<file path="config.mk">
export PLATFORM = sky130hd
export DESIGN_NAME = ep_irq
export DESIGN_NICKNAME = d
export VERILOG_FILES = /design/src/pkg/ep_irq_pkg.sv /design/src/rtl/ep_irq.sv
export SDC_FILE = /design/constraint.sdc
export NUM_CORES = 1
export LEC_CHECK = 0
export BUFFER_PORTS_ARGS = -buffer_cell sky130_fd_sc_hd__buf_2
export CORE_ASPECT_RATIO = 0.5
export CORE_UTILIZATION = 41
export DETAILED_ROUTE_END_ITERATION = 8
export HOLD_SLACK_MARGIN = 0.08
export PLACE_DENSITY = 0.7
export SLEW_MARGIN = 20
export SYNTH_ARGS = -nofsm -noshare
export SYNTH_HDL_FRONTEND = slang
export SYNTH_SLANG_ARGS = --single-unit
</file>
<file path="constraint.sdc">
create_clock -name REF_CLK_I -period 4 [get_ports REF_CLK_I]
set_input_delay 0 -clock REF_CLK_I [delete_from_list [all_inputs] [get_ports REF_CLK_I]]
set_output_delay 0 -clock REF_CLK_I [all_outputs]
set_load 0.01 [all_outputs]
</file>
<file path="src/pkg/ep_irq_pkg.sv">
package ep_irq_pkg;
	// Register word offsets (byte addresses)
	localparam logic [11:0] OFS_STATUS     = 12'h0130;
	localparam logic [11:0] OFS_STAT_CLR   = 12'h0160;
	localparam logic [11:0] OFS_MASK       = 12'h01c0;
	localparam logic [11:0] OFS_MASK_SET   = 12'h01f0;
	localparam logic [11:0] OFS_MASK_CLR   = 12'h0220;
	localparam logic [11:0] OFS_PIPE_MASK  = 12'h0500;
	localparam logic [11:0] OFS_PIPE_SET   = 12'h0530;
	localparam logic [11:0] OFS_PIPE_CLR   = 12'h0560;
	localparam logic [11:0] OFS_CONFIG     = 12'h0100;
	localparam logic [11:0] OFS_IRQ_STAT   = 12'h0600;
	localparam logic [11:0] OFS_IRQ_MASK   = 12'h0604;
	// Endpoint status / mask bit positions
	localparam int BIT_IN_SENT    = 0;
	localparam int BIT_OUT_RX     = 1;
	localparam int BIT_UNDERFLOW  = 2;
	localparam int BIT_HB_IN_ERR  = 3;
	localparam int BIT_HB_FLUSH   = 4;
	localparam int BIT_BANK_CTRL  = 14;
	localparam int BIT_DMA_PAUSE  = 16;
	localparam int BIT_TOGGLE_RST = 18;
	// Pipe enable bits 6:0; bits 5:0 are overflow, nak, error, underflow, out, in
	localparam logic [31:0] PIPE_EN_BITS = 32'h0000_0063 | 32'h0000_001c;
	// Config register fields
	localparam int CFG_TYPE_LSB = 11;
	localparam int CFG_DIR_BIT  = 8;
	localparam int CFG_NBT_LSB  = 13;
	localparam logic [1:0] TYPE_CONTROL = 2'h0;
	localparam logic [1:0] TYPE_ISO     = 2'h1;
	localparam logic [1:0] NBT_MIN_HB   = 2'h2;
	localparam logic [31:0] RESET_WORD  = 32'h0000_0000;
	// Device interrupt status bits
	localparam int IRQ_EP  = 0;
	localparam int IRQ_UF  = 1;
	localparam int IRQ_HB  = 2;
endpackage : ep_irq_pkg

</file>
<file path="src/rtl/ep_irq.sv">
`timescale 1ns/1ps
// Notes on behaviour
// - HB iso IN with 2 or 3 transactions: flag error if CPU filled too few banks.
// - HB IN error drives endpoint interrupt only while its enable is one.
// - Iso underflow sets underflow flag; endpoint interrupt if underflow enabled.
// - IN read from empty bank sends zero-length packet, and counts underflow on iso.
// - OUT packet into a full bank is discarded, and counts underflow on iso.
// - Writing one to underflow clear resets the flag.
// - Control OUT stage sets OUT-received; clearing acknowledges and frees bank.
// - OUT endpoint full bank sets flag and bank control; flag clear leaves FIFO.
// - Clearing bank control frees bank, advances, then reflects next bank.
// - OUT-received stays cleared on IN endpoints.
// - Control endpoint IN-sent clear acknowledges and transmits loaded packet.
// - Iso mask layout applies whatever the endpoint type.
// - Toggle-reset set forces DATA0 next packet and self-clears at once.
// - DMA pause bit stops DMA on any endpoint condition until cleared.
// - Ping-pong: old bank DMA finishes, new bank transfer not requested.
// - Pipe enables set by one in set register, cleared by one in clear.
// - HB iso IN short microframe flushes banks.
module ep_irq
	import ep_irq_pkg::*;
#(
	parameter int NUM_BANKS = 2
)(
	// Clock and reset
	input  wire logic        REF_CLK_I,
	input  wire logic        SRST_I,
	// Wishbone slave
	input  wire logic        CYC_I,
	input  wire logic        STB_I,
	input  wire logic        WE_I,
	input  wire logic [11:0] ADR_I,
	input  wire logic [3:0]  SEL_I,
	input  wire logic [31:0] DAT_I,
	output logic      [31:0] DAT_O,
	output logic             ACK_O,
	// USB link events
	input  wire logic        OUT_PKT_I,
	input  wire logic        IN_TOKEN_I,
	input  wire logic        IN_DONE_I,
	input  wire logic        UFRAME_END_I,
	input  wire logic        CPU_BANK_FILL_I,
	input  wire logic        DMA_BUSY_I,
	// Link actions
	output logic             SEND_ZLP_O,
	output logic             SEND_PKT_O,
	output logic             DROP_OUT_O,
	output logic             FLUSH_O,
	output logic             DATA0_NEXT_O,
	output logic             DMA_REQ_O,
	output logic             EP_IRQ_O,
	output logic             IRQ_O
);

	initial
	begin
		if (NUM_BANKS < 1 || NUM_BANKS > 3)
			$error("NUM_BANKS must be 1..3");
	end

	function automatic logic hit(input logic [11:0] a, input logic [11:0] o);
		hit = (a == o);
	endfunction : hit

	////////////////////////////////////////////////////////////////////////
	logic [31:0] ep_stat, ep_mask, pipe_mask, cfg, irq_stat, irq_mask;
	logic [1:0]  filled, fill_cnt;
	logic        dma_bank_busy;
	logic [31:0] next_ep_stat, next_ep_mask, next_pipe_mask, next_cfg;
	logic [31:0] next_irq_stat, next_irq_mask;
	logic [1:0]  next_filled, next_fill_cnt;
	logic        next_dma_bank_busy;
	logic        next_zlp, next_send, next_drop, next_flush, next_d0;
	logic        next_dma, next_ep_irq, next_irq, next_ack;
	logic [31:0] next_dat;

	logic        wr, rd, is_iso, is_ctrl, is_in, hb, any_cond;
	logic [1:0]  ep_type, nbt;
	logic [31:0] wmask;

	always_comb
	begin
		wmask   = {{8{SEL_I[3]}}, {8{SEL_I[2]}}, {8{SEL_I[1]}}, {8{SEL_I[0]}}};
		wr      = CYC_I && STB_I && WE_I && !ACK_O;
		rd      = CYC_I && STB_I && !WE_I && !ACK_O;
		ep_type = cfg[CFG_TYPE_LSB +: 2];
		nbt     = cfg[CFG_NBT_LSB +: 2];
		is_iso  = (ep_type == TYPE_ISO);
		is_ctrl = (ep_type == TYPE_CONTROL);
		is_in   = cfg[CFG_DIR_BIT];
		hb      = is_iso && is_in && (nbt >= NBT_MIN_HB);
		next_ep_stat   = ep_stat;
		next_ep_mask   = ep_mask;
		next_pipe_mask = pipe_mask;
		next_cfg       = cfg;
		next_irq_stat  = irq_stat;
		next_irq_mask  = irq_mask;
		next_filled    = filled;
		next_fill_cnt  = fill_cnt;
		next_dma_bank_busy = dma_bank_busy && DMA_BUSY_I;
		next_zlp   = 1'b0;
		next_send  = 1'b0;
		next_drop  = 1'b0;
		next_flush = 1'b0;
		next_d0    = DATA0_NEXT_O;
		next_ack   = CYC_I && STB_I && !ACK_O;
		next_dat   = RESET_WORD;
		// Sent packet ends the old toggle; a set in the same cycle wins
		if (IN_DONE_I)
			next_d0 = 1'b0;
		// Software actions first; hardware sets below win
		if (wr)
		begin
			if (hit(ADR_I, OFS_CONFIG))
				next_cfg = (cfg & ~wmask) | (DAT_I & wmask);
			if (hit(ADR_I, OFS_STAT_CLR))
			begin
				if (DAT_I[BIT_UNDERFLOW])
					next_ep_stat[BIT_UNDERFLOW] = 1'b0;
				if (DAT_I[BIT_HB_IN_ERR])
					next_ep_stat[BIT_HB_IN_ERR] = 1'b0;
				if (DAT_I[BIT_HB_FLUSH])
					next_ep_stat[BIT_HB_FLUSH] = 1'b0;
				if (DAT_I[BIT_OUT_RX])
				begin
					next_ep_stat[BIT_OUT_RX] = 1'b0;
					if (is_ctrl && filled != 2'h0)
						next_filled = filled - 2'h1;
				end
				if (DAT_I[BIT_IN_SENT] && is_ctrl)
				begin
					next_ep_stat[BIT_IN_SENT] = 1'b0;
					next_send = 1'b1;
				end
			end
			if (hit(ADR_I, OFS_MASK_SET))
			begin
				next_ep_mask = ep_mask | (DAT_I & ~(32'h1 << BIT_TOGGLE_RST));
				if (DAT_I[BIT_TOGGLE_RST])
					next_d0 = 1'b1;
			end
			if (hit(ADR_I, OFS_MASK_CLR))
			begin
				next_ep_mask = ep_mask & ~DAT_I;
				// Bank control cleared: release and advance
				if (DAT_I[BIT_BANK_CTRL] && ep_mask[BIT_BANK_CTRL]
					&& filled != 2'h0)
					next_filled = filled - 2'h1;
			end
			if (hit(ADR_I, OFS_PIPE_SET))
				next_pipe_mask = pipe_mask | (DAT_I & PIPE_EN_BITS);
			if (hit(ADR_I, OFS_PIPE_CLR))
				next_pipe_mask = pipe_mask & ~DAT_I;
			if (hit(ADR_I, OFS_IRQ_MASK))
				next_irq_mask = DAT_I;
		end
		// Link events
		if (OUT_PKT_I && !is_in)
		begin
			if (filled == NUM_BANKS[1:0])
			begin
				next_drop = 1'b1;
				if (is_iso)
					next_ep_stat[BIT_UNDERFLOW] = 1'b1;
			end
			else
			begin
				next_filled = next_filled + 2'h1;
				if (!next_dma_bank_busy && !DMA_BUSY_I)
					next_dma_bank_busy = 1'b0;
			end
		end
		if (IN_TOKEN_I && is_in)
		begin
			if (filled == 2'h0)
			begin
				next_zlp = 1'b1;
				if (is_iso)
					next_ep_stat[BIT_UNDERFLOW] = 1'b1;
			end
			else
				next_filled = next_filled - 2'h1;
		end
		if (CPU_BANK_FILL_I && is_in && fill_cnt != 2'h3)
			next_fill_cnt = fill_cnt + 2'h1;
		// CPU filled an IN bank: it is there for the next token
		if (CPU_BANK_FILL_I && is_in && next_filled != NUM_BANKS[1:0])
			next_filled = next_filled + 2'h1;
		if (UFRAME_END_I)
		begin
			next_fill_cnt = 2'h0;
			if (hb && fill_cnt < nbt)
			begin
				next_ep_stat[BIT_HB_IN_ERR] = 1'b1;
				next_ep_stat[BIT_HB_FLUSH]  = 1'b1;
				next_flush  = 1'b1;
				next_filled = 2'h0;
			end
		end
		// Flag and bank control mirror the current bank
		if (is_in)
			next_ep_stat[BIT_OUT_RX] = 1'b0;
		else if (next_filled != filled && next_filled != 2'h0)
		begin
			next_ep_stat[BIT_OUT_RX]    = 1'b1;
			next_ep_mask[BIT_BANK_CTRL] = 1'b1;
		end
		else if (next_filled == 2'h0)
			next_ep_mask[BIT_BANK_CTRL] = 1'b0;
		if (is_in && IN_DONE_I)
			next_ep_stat[BIT_IN_SENT] = 1'b1;
		any_cond = |(next_ep_stat[4:0]);
		next_ep_irq = (next_ep_stat[BIT_HB_IN_ERR] && next_ep_mask[BIT_HB_IN_ERR])
			|| (next_ep_stat[BIT_UNDERFLOW] && next_ep_mask[BIT_UNDERFLOW])
			|| |(next_ep_stat[1:0] & next_ep_mask[1:0])
			|| (next_ep_stat[BIT_HB_FLUSH] && next_ep_mask[BIT_HB_FLUSH]);
		// Old bank finishes; new bank not requested while paused
		if (any_cond && next_ep_mask[BIT_DMA_PAUSE])
			next_dma = dma_bank_busy && DMA_BUSY_I;
		else
			next_dma = next_filled != 2'h0;
		next_dma_bank_busy = next_dma;
		// Sticky device events; set beats read-clear
		if (rd && hit(ADR_I, OFS_IRQ_STAT))
			next_irq_stat = RESET_WORD;
		// Edge of the level, so a read-clear can stick
		if (next_ep_irq && !EP_IRQ_O)
			next_irq_stat[IRQ_EP] = 1'b1;
		if (next_ep_stat[BIT_UNDERFLOW] && !ep_stat[BIT_UNDERFLOW])
			next_irq_stat[IRQ_UF] = 1'b1;
		if (next_ep_stat[BIT_HB_IN_ERR] && !ep_stat[BIT_HB_IN_ERR])
			next_irq_stat[IRQ_HB] = 1'b1;
		next_irq = |(next_irq_stat & next_irq_mask);
		if (rd)
		begin
			case (1'b1)
				hit(ADR_I, OFS_STATUS):    next_dat = ep_stat;
				hit(ADR_I, OFS_MASK):      next_dat = ep_mask;
				hit(ADR_I, OFS_PIPE_MASK): next_dat = pipe_mask;
				hit(ADR_I, OFS_CONFIG):    next_dat = cfg;
				hit(ADR_I, OFS_IRQ_STAT):  next_dat = irq_stat;
				hit(ADR_I, OFS_IRQ_MASK):  next_dat = irq_mask;
				default:                   next_dat = RESET_WORD;
			endcase
		end
	end

	////////////////////////////////////////////////////////////////////////
	always_ff @(posedge REF_CLK_I)
	begin
		if (SRST_I)
		begin
			ep_stat   <= RESET_WORD;
			ep_mask   <= RESET_WORD;
			pipe_mask <= RESET_WORD;
			cfg       <= RESET_WORD;
			irq_stat  <= RESET_WORD;
			irq_mask  <= RESET_WORD;
			filled    <= 2'h0;
			fill_cnt  <= 2'h0;
			dma_bank_busy <= 1'b0;
			SEND_ZLP_O    <= 1'b0;
			SEND_PKT_O    <= 1'b0;
			DROP_OUT_O    <= 1'b0;
			FLUSH_O       <= 1'b0;
			DATA0_NEXT_O  <= 1'b0;
			DMA_REQ_O     <= 1'b0;
			EP_IRQ_O      <= 1'b0;
			IRQ_O         <= 1'b0;
			ACK_O         <= 1'b0;
			DAT_O         <= RESET_WORD;
		end
		else
		begin
			ep_stat   <= next_ep_stat;
			ep_mask   <= next_ep_mask;
			pipe_mask <= next_pipe_mask;
			cfg       <= next_cfg;
			irq_stat  <= next_irq_stat;
			irq_mask  <= next_irq_mask;
			filled    <= next_filled;
			fill_cnt  <= next_fill_cnt;
			dma_bank_busy <= next_dma_bank_busy;
			SEND_ZLP_O    <= next_zlp;
			SEND_PKT_O    <= next_send;
			DROP_OUT_O    <= next_drop;
			FLUSH_O       <= next_flush;
			DATA0_NEXT_O  <= next_d0;
			DMA_REQ_O     <= next_dma;
			EP_IRQ_O      <= next_ep_irq;
			IRQ_O         <= next_irq;
			ACK_O         <= next_ack;
			DAT_O         <= next_dat;
		end
	end

endmodule : ep_irq

</file>
==> results.ini, run 1 <==
[run_status]
violations=DRC
status=finished, violations left

[setup_path]
critPathTopFamily=simple AND/OR/NAND/NOR gates
slowest_stage=dfxtp_1
critPathMaxFanout=8
r2r-start=filled[1]
ff2ff_path_depth=14
cp.buffers_inverters=1
critical_path.most_common_cell=ha_1
r2r_slack_ns=0.34
arrival_ns=4.04
cp-end-kind=flip-flop
crit_required_ns=4.38
r2r-end=ep_mask[14]
slowest_delay_ns=0.49
start_kind=flip-flop
worstSetupPathType=reg -> reg
path_cells=inv_1, ha_1, and4b_1, a22o_4, mux2_1, and3_1, or2_2, ha_1, nor2_2, xnor2_2, or2_1, nor4_1, a311oi_1, o221a_2

[run]
cap_viol_max_count=0

[route]
drtIter0Drc=636
vias_per_cell=5.64
remaining_drc_errors=1
first_pass_iters=9
post_drt_wl_per_cell_um=18.4
totalWireLength_mm=24.8
vias=7594
antenna_left=0

[power]
vdd_drop_max_uv=283
power_mw=4.23
powerDensity_nw_per_um2=406
leakagePower_nw=3.83

[global_routing]
antenna_found_initial=0
grt_util_all_layers=0.229
grt_max_degree=55
gr-total-overflow=0
grt_pass1_vias=7381
grt_pass1_wl_mm=39.3

[cells_and_area]
final_nets=1131
final_cell_mix=dfxtp_1 (210), nand2_1 (105), buf_2 (98)
area_growth_pct=21.5
drive_above_1_share=0.164
layout_commonest_cell=dfxtp_1
diodes=0
nFillCells=1882

[clocking]
h-tree-depth=1
cts_tree=built
clk_pin_slew_worst_paths_ns=0.07
ctsRootBufferMaster=clkbuf_16
insertion_delay_ns=0.50
cts_buffer_depth=3
clock_sinks=210
cts_buffers=20

[sta]
period_minus_slack_ns=3.66
fin_skew_ns=0.0149
fin_tns_setup_ns=0
max_slew_margin=0.315
setup_violations=0
finalMaxSlewViolations=0
finalHoldViolCount=0
fmax_ghz=0.273
worst_pin_slew_ns=1.03
post-route-period-util=0.915
rsz0062_at_grt=no

[die]
core_area_um2=20000
num_rows=36
io_pins=100
die_h_um=104
dieArea_um2=21600
start_util=0.429
fp.dieW_um=207

[yosys]
synth_edf_count=0
postSynth.asyncResetShare=0
avgSynthCellArea_um2=9.06
ys_seq_elements=210
synth_top_cells_by_area=dfxtp_1 (49%), a21oi_1 (5.1%), a22oi_1 (4.8%)
synthDistinctLibCells=64
syn_area_um2=8590
syn-instance-count=948
ys_warn_count=0
synth_nets=1013
seq_area_frac_synth=0.490
synth_area_leader_cell=dfxtp_1
synth_ff_type=dfxtp_1
yosysTopAreaCellShare=0.490

[worst_hold_path]
hold_class=in -> reg
hold_path_end=DAT_O[4]
min_from=ADR_I[8]
hold_depth=5

[placement]
hpwl_mm=16.4
io_buffers=99
gp_congestion=0.842

[layout make-up]
cell class | count | area (µm²) | share of cell area
tap | 266 | 333 | 0.0319
sequential | 210 | 4200 | 0.403
multi-input combinational | 645 | 4040 | 0.387
timing repair buffer | 167 | 1130 | 0.108
inverter | 22 | 82.6 | 0.00792
clock inverter | 5 | 61.3 | 0.00588
clock buffer | 31 | 582 | 0.0558
[metal layers]
layer / routed length, µm / track usage / share of wire
met4: 324 / 0.0473 / 0.013
met1: 12000 / 0.327 / 0.48
met5: 0 / 0 / 0
met3: 1330 / 0.0345 / 0.054
met2: 11100 / 0.362 / 0.45
[logic make-up (layout without fill, tap and decap cells)]
kind of cell | count (synthesis) | after routing | share of synthesized area
buffers and inverters | 93 | 225 | 0.0426
multiplexers | 40 | 40 | 0.0482
AO/OA/AOI/OAI | 259 | 259 | 0.204
XOR/XNOR | 5 | 5 | 0.00772
flip-flops | 210 | 210 | 0.490
AND/OR/NAND/NOR | 335 | 335 | 0.199
adder cells (fa/ha/maj) | 6 | 6 | 0.00874
[report_power, final]
part           internal (mW)  switching (mW)
sequential              2.10         0.00795
clock                   1.07           0.798
combinational          0.109           0.148
total                   3.28           0.954
[stage by stage]
step	util	std cells	setup slack (ns)	cell area, µm²	hold slack [ns]
2_1_floorplan	-	948	0.411	8590	0.0793
3_3_place_gp	0.465	1262	0.311	9300	0.216
3_5_place_dp	0.465	1262	0.258	9300	0.223
4_1_cts	0.521	1346	0.237	10400	0.0865
5_1_grt	0.521	1346	0.0210	10400	0.148
6_report	0.521	1346	0.339	10400	0.119
[Yosys cell counts, types with 3 or more instances]
cell and count:
dfxtp_1 210, nand2_1 105, a21oi_1 87, clkbuf_1 61
a22oi_1 55, nor2_1 55, and2_1 52, nand3_1 43
a31oi_1 32, and3_1 30, mux2i_1 29, a311oi_1 25
inv_1 22, mux2_2 10, a211oi_1 8, nor3_1 8
o22ai_1 7, and4_1 6, ha_1 6, a221oi_1 5
a222oi_1 5, nor2b_1 5, o21ai_0 5, a21o_1 4
a22o_1 4, buf_1 4, buf_2 4, nor4_1 4
or2_2 4, nor3b_1 3, nor4bb_1 3, o211ai_1 3
o21ai_1 3
[worst max-delay path by stage]
stage               from     endpoint  slack [ns]  cells after the start
6_report       filled[1]  ep_mask[14]        0.34                     14
3_5_place_dp   filled[1]  ep_mask[14]        0.26                     14
3_3_place_gp   filled[1]  ep_mask[14]        0.31                     14
5_1_grt        filled[0]        IRQ_O        0.02                     14
2_1_floorplan  filled[0]  ep_mask[14]        0.41                     16
4_1_cts        filled[1]  ep_mask[14]        0.24                     14
[repair_timing]
action                                  4_1_cts  5_1_grt
buffers inserted                              0        0
hold endpoints to repair                    152        0
endpoints found under the setup margin        0        1
gates resized for setup                       0        1
hold buffers                                 48        0
[worst reg2reg max path, delay by kind of cell (launching register included)]
kind	cells	cell delay [ns]
simple gates	6	1.48
xor+xnor	1	0.10
fa+ha+maj	2	0.48
mux	1	0.33
buf+inv	1	0.14
compound gates	3	0.53
flops	1	0.49
No activity file was read; power rests on OpenSTA's default activity.
==> run 2, diff against run 1 <==
--- a/config.mk
+++ b/config.mk
@@ -8,8 +8,9 @@
 export BUFFER_PORTS_ARGS = -buffer_cell sky130_fd_sc_hd__buf_2
 export CORE_ASPECT_RATIO = 0.5
-export CORE_UTILIZATION = 41
+export CORE_UTILIZATION = 58
+export CTS_CLUSTER_SIZE = 24
 export DETAILED_ROUTE_END_ITERATION = 8
 export HOLD_SLACK_MARGIN = 0.08
-export PLACE_DENSITY = 0.7
+export PLACE_DENSITY = 0.9
 export SLEW_MARGIN = 20
 export SYNTH_ARGS = -nofsm -noshare
==> constraint.sdc (replaced) <==
create_clock -name REF_CLK_I -period 4 [get_ports REF_CLK_I]
set_input_delay 0.2 -clock REF_CLK_I [delete_from_list [all_inputs] [get_ports REF_CLK_I]]
set_output_delay 0.2 -clock REF_CLK_I [all_outputs]
set_load 0.01 [all_outputs]
==> results.ini, run 2 (synthesis gave the netlist of run 1 again) <==
[run_status]
status=finished, final reports clean

[die]
start_util=0.613
num_rows=30
die_h_um=88.0
io_pins=100
fp.dieW_um=174
dieArea_um2=15300
core_area_um2=14000

[setup_path]
ff2ff_path_depth=14
r2r-start=filled[1]
r2r_slack_ns=0.25
start_kind=flip-flop
cp-end-kind=flip-flop
crit_required_ns=4.44
critPathMaxFanout=8
r2r-end=ep_mask[14]
arrival_ns=4.19
worstSetupPathType=reg -> reg

[placement]
placed_cells=1187
io_buffers=99
placed_area_um2=9200
hpwl_mm=15.8
gp_congestion=0.892
place_ws_ns=0.225

[run]
cap_viol_max_count=0

[power]
leakagePower_nw=3.78
vdd_drop_max_uv=277
powerDensity_nw_per_um2=413
power_mw=4.23

[clocking]
h-tree-depth=1
insertion_delay_ns=0.50
cts_buffers=19
clock_sinks=210
cts_tree=built
clk_pin_slew_worst_paths_ns=0.06
cts_buffer_depth=3
ctsRootBufferMaster=clkbuf_16
post_cts.repair.setup_buffers=0

[sta]
setup_violations=0
period_minus_slack_ns=3.75
fin_tns_setup_ns=0
max_slew_margin=0.262
worst_pin_slew_ns=1.11
fmax_ghz=0.266
finalHoldViolCount=0
setup_ws_ns=0.245
fin_skew_ns=0.0116
finalMaxSlewViolations=0
post-route-period-util=0.939
hold_slack_ns=0.0950
rsz0062_at_grt=no

[cells_and_area]
diodes=0
final_cell_mix=dfxtp_1 (210), nand2_1 (105), buf_2 (98)
layout_commonest_cell=dfxtp_1
final_cells=1259
area_growth_pct=19.2
stdcell_area_um2=10200
post-route-util=0.731
nFillCells=958
drive_above_1_share=0.163
regArea_um2=4200
final_nets=1122
multi_input_area_um2=4040

[route]
first_pass_iters=7
remaining_drc_errors=0
drtIter0Drc=940
post_drt_wl_per_cell_um=20.0
antenna_left=0
vias_per_cell=6.45
totalWireLength_mm=25.2
vias=8115

[worst_hold_path]
hold_class=in -> reg
hold_depth=3
min_from=SEL_I[1]

[global_routing]
grt_pass1_wl_mm=40.2
grt_pass1_vias=7884
antenna_found_initial=0
grt_util_all_layers=0.332
gr-total-overflow=0
grt_max_degree=74

-- run 2: cell types whose count changed in the layout (fill, tap and decap cells not counted) --
| cell | change |
|---|---|
| and2_1 | +1 |
| and2_2 | -1 |
| clkinv_8 | -1 |
| clkbuf_1 | -3 |
| clkinv_2 | -2 |
| o21ai_2 | +1 |
| clkbuf_16 | -1 |
| inv_6 | +1 |
| dlygate4sd3_1 | -7 |
| buf_4 | -1 |
| bufinv_16 | +1 |
| o21ai_1 | -1 |
-- run 2: repair_timing --
item | in CTS | in global routing
endpoints found under the hold margin | 88 | 0
endpoints found under the setup margin | 0 | 3
hold buffers | 41 | 0
gates resized for setup | 0 | 2
-- run 2: area by class of cell --
type | instances | area share
Sequential cell | 210 | 0.411
Inverter | 22 | 0.00807
Multi-Input combinational cell | 645 | 0.395
Tap cell | 192 | 0.0235
Clock inverter | 4 | 0.00721
Timing Repair Buffer | 159 | 0.103
Clock buffer | 27 | 0.0533
-- run 2: how the worst max path moves through the flow --
stage | startpoint | to | slack (ns)
after floorplan | filled[0] | ep_mask[14] | 0.41
after global placement | filled[1] | ep_mask[14] | 0.35
after detailed placement | filled[1] | ep_mask[14] | 0.22
after CTS | filled[1] | ep_mask[14] | 0.18
after global routing | filled[1] | ep_mask[14] | 0.004
final | filled[1] | ep_mask[14] | 0.25
-- run 2: routing by layer --
| layer | vias to the layer above | track usage | part of all wire |
|---|---|---|---|
| met5 | - | 0 | 0 |
| met4 | 0 | 0.136 | 0.029 |
| met3 | 80 | 0.0720 | 0.11 |
| met2 | 557 | 0.551 | 0.45 |
| met1 | 3809 | 0.429 | 0.40 |
| li1 | 3669 | - | - |
-- run 2: power by group --
| group | total [mW] | switching [mW] | internal (mW) |
|---|---|---|---|
| sequential | 2.11 | 0.00713 | 2.10 |
| clock | 1.87 | 0.794 | 1.08 |
| combinational | 0.252 | 0.148 | 0.104 |
| total | 4.23 | 0.949 | 3.28 |
-- run 2: critical path, stage by stage (launching register included) --
cell	delay, ns
dfxtp_1	0.49
inv_1	0.15
ha_1	0.22
nor3_1	0.28
a22o_4	0.22
mux2_1	0.34
and3_1	0.18
or2_2	0.28
ha_1	0.23
nor2_2	0.24
xnor2_2	0.11
or2_1	0.26
a31o_1	0.23
a311oi_1	0.24
o221a_2	0.23
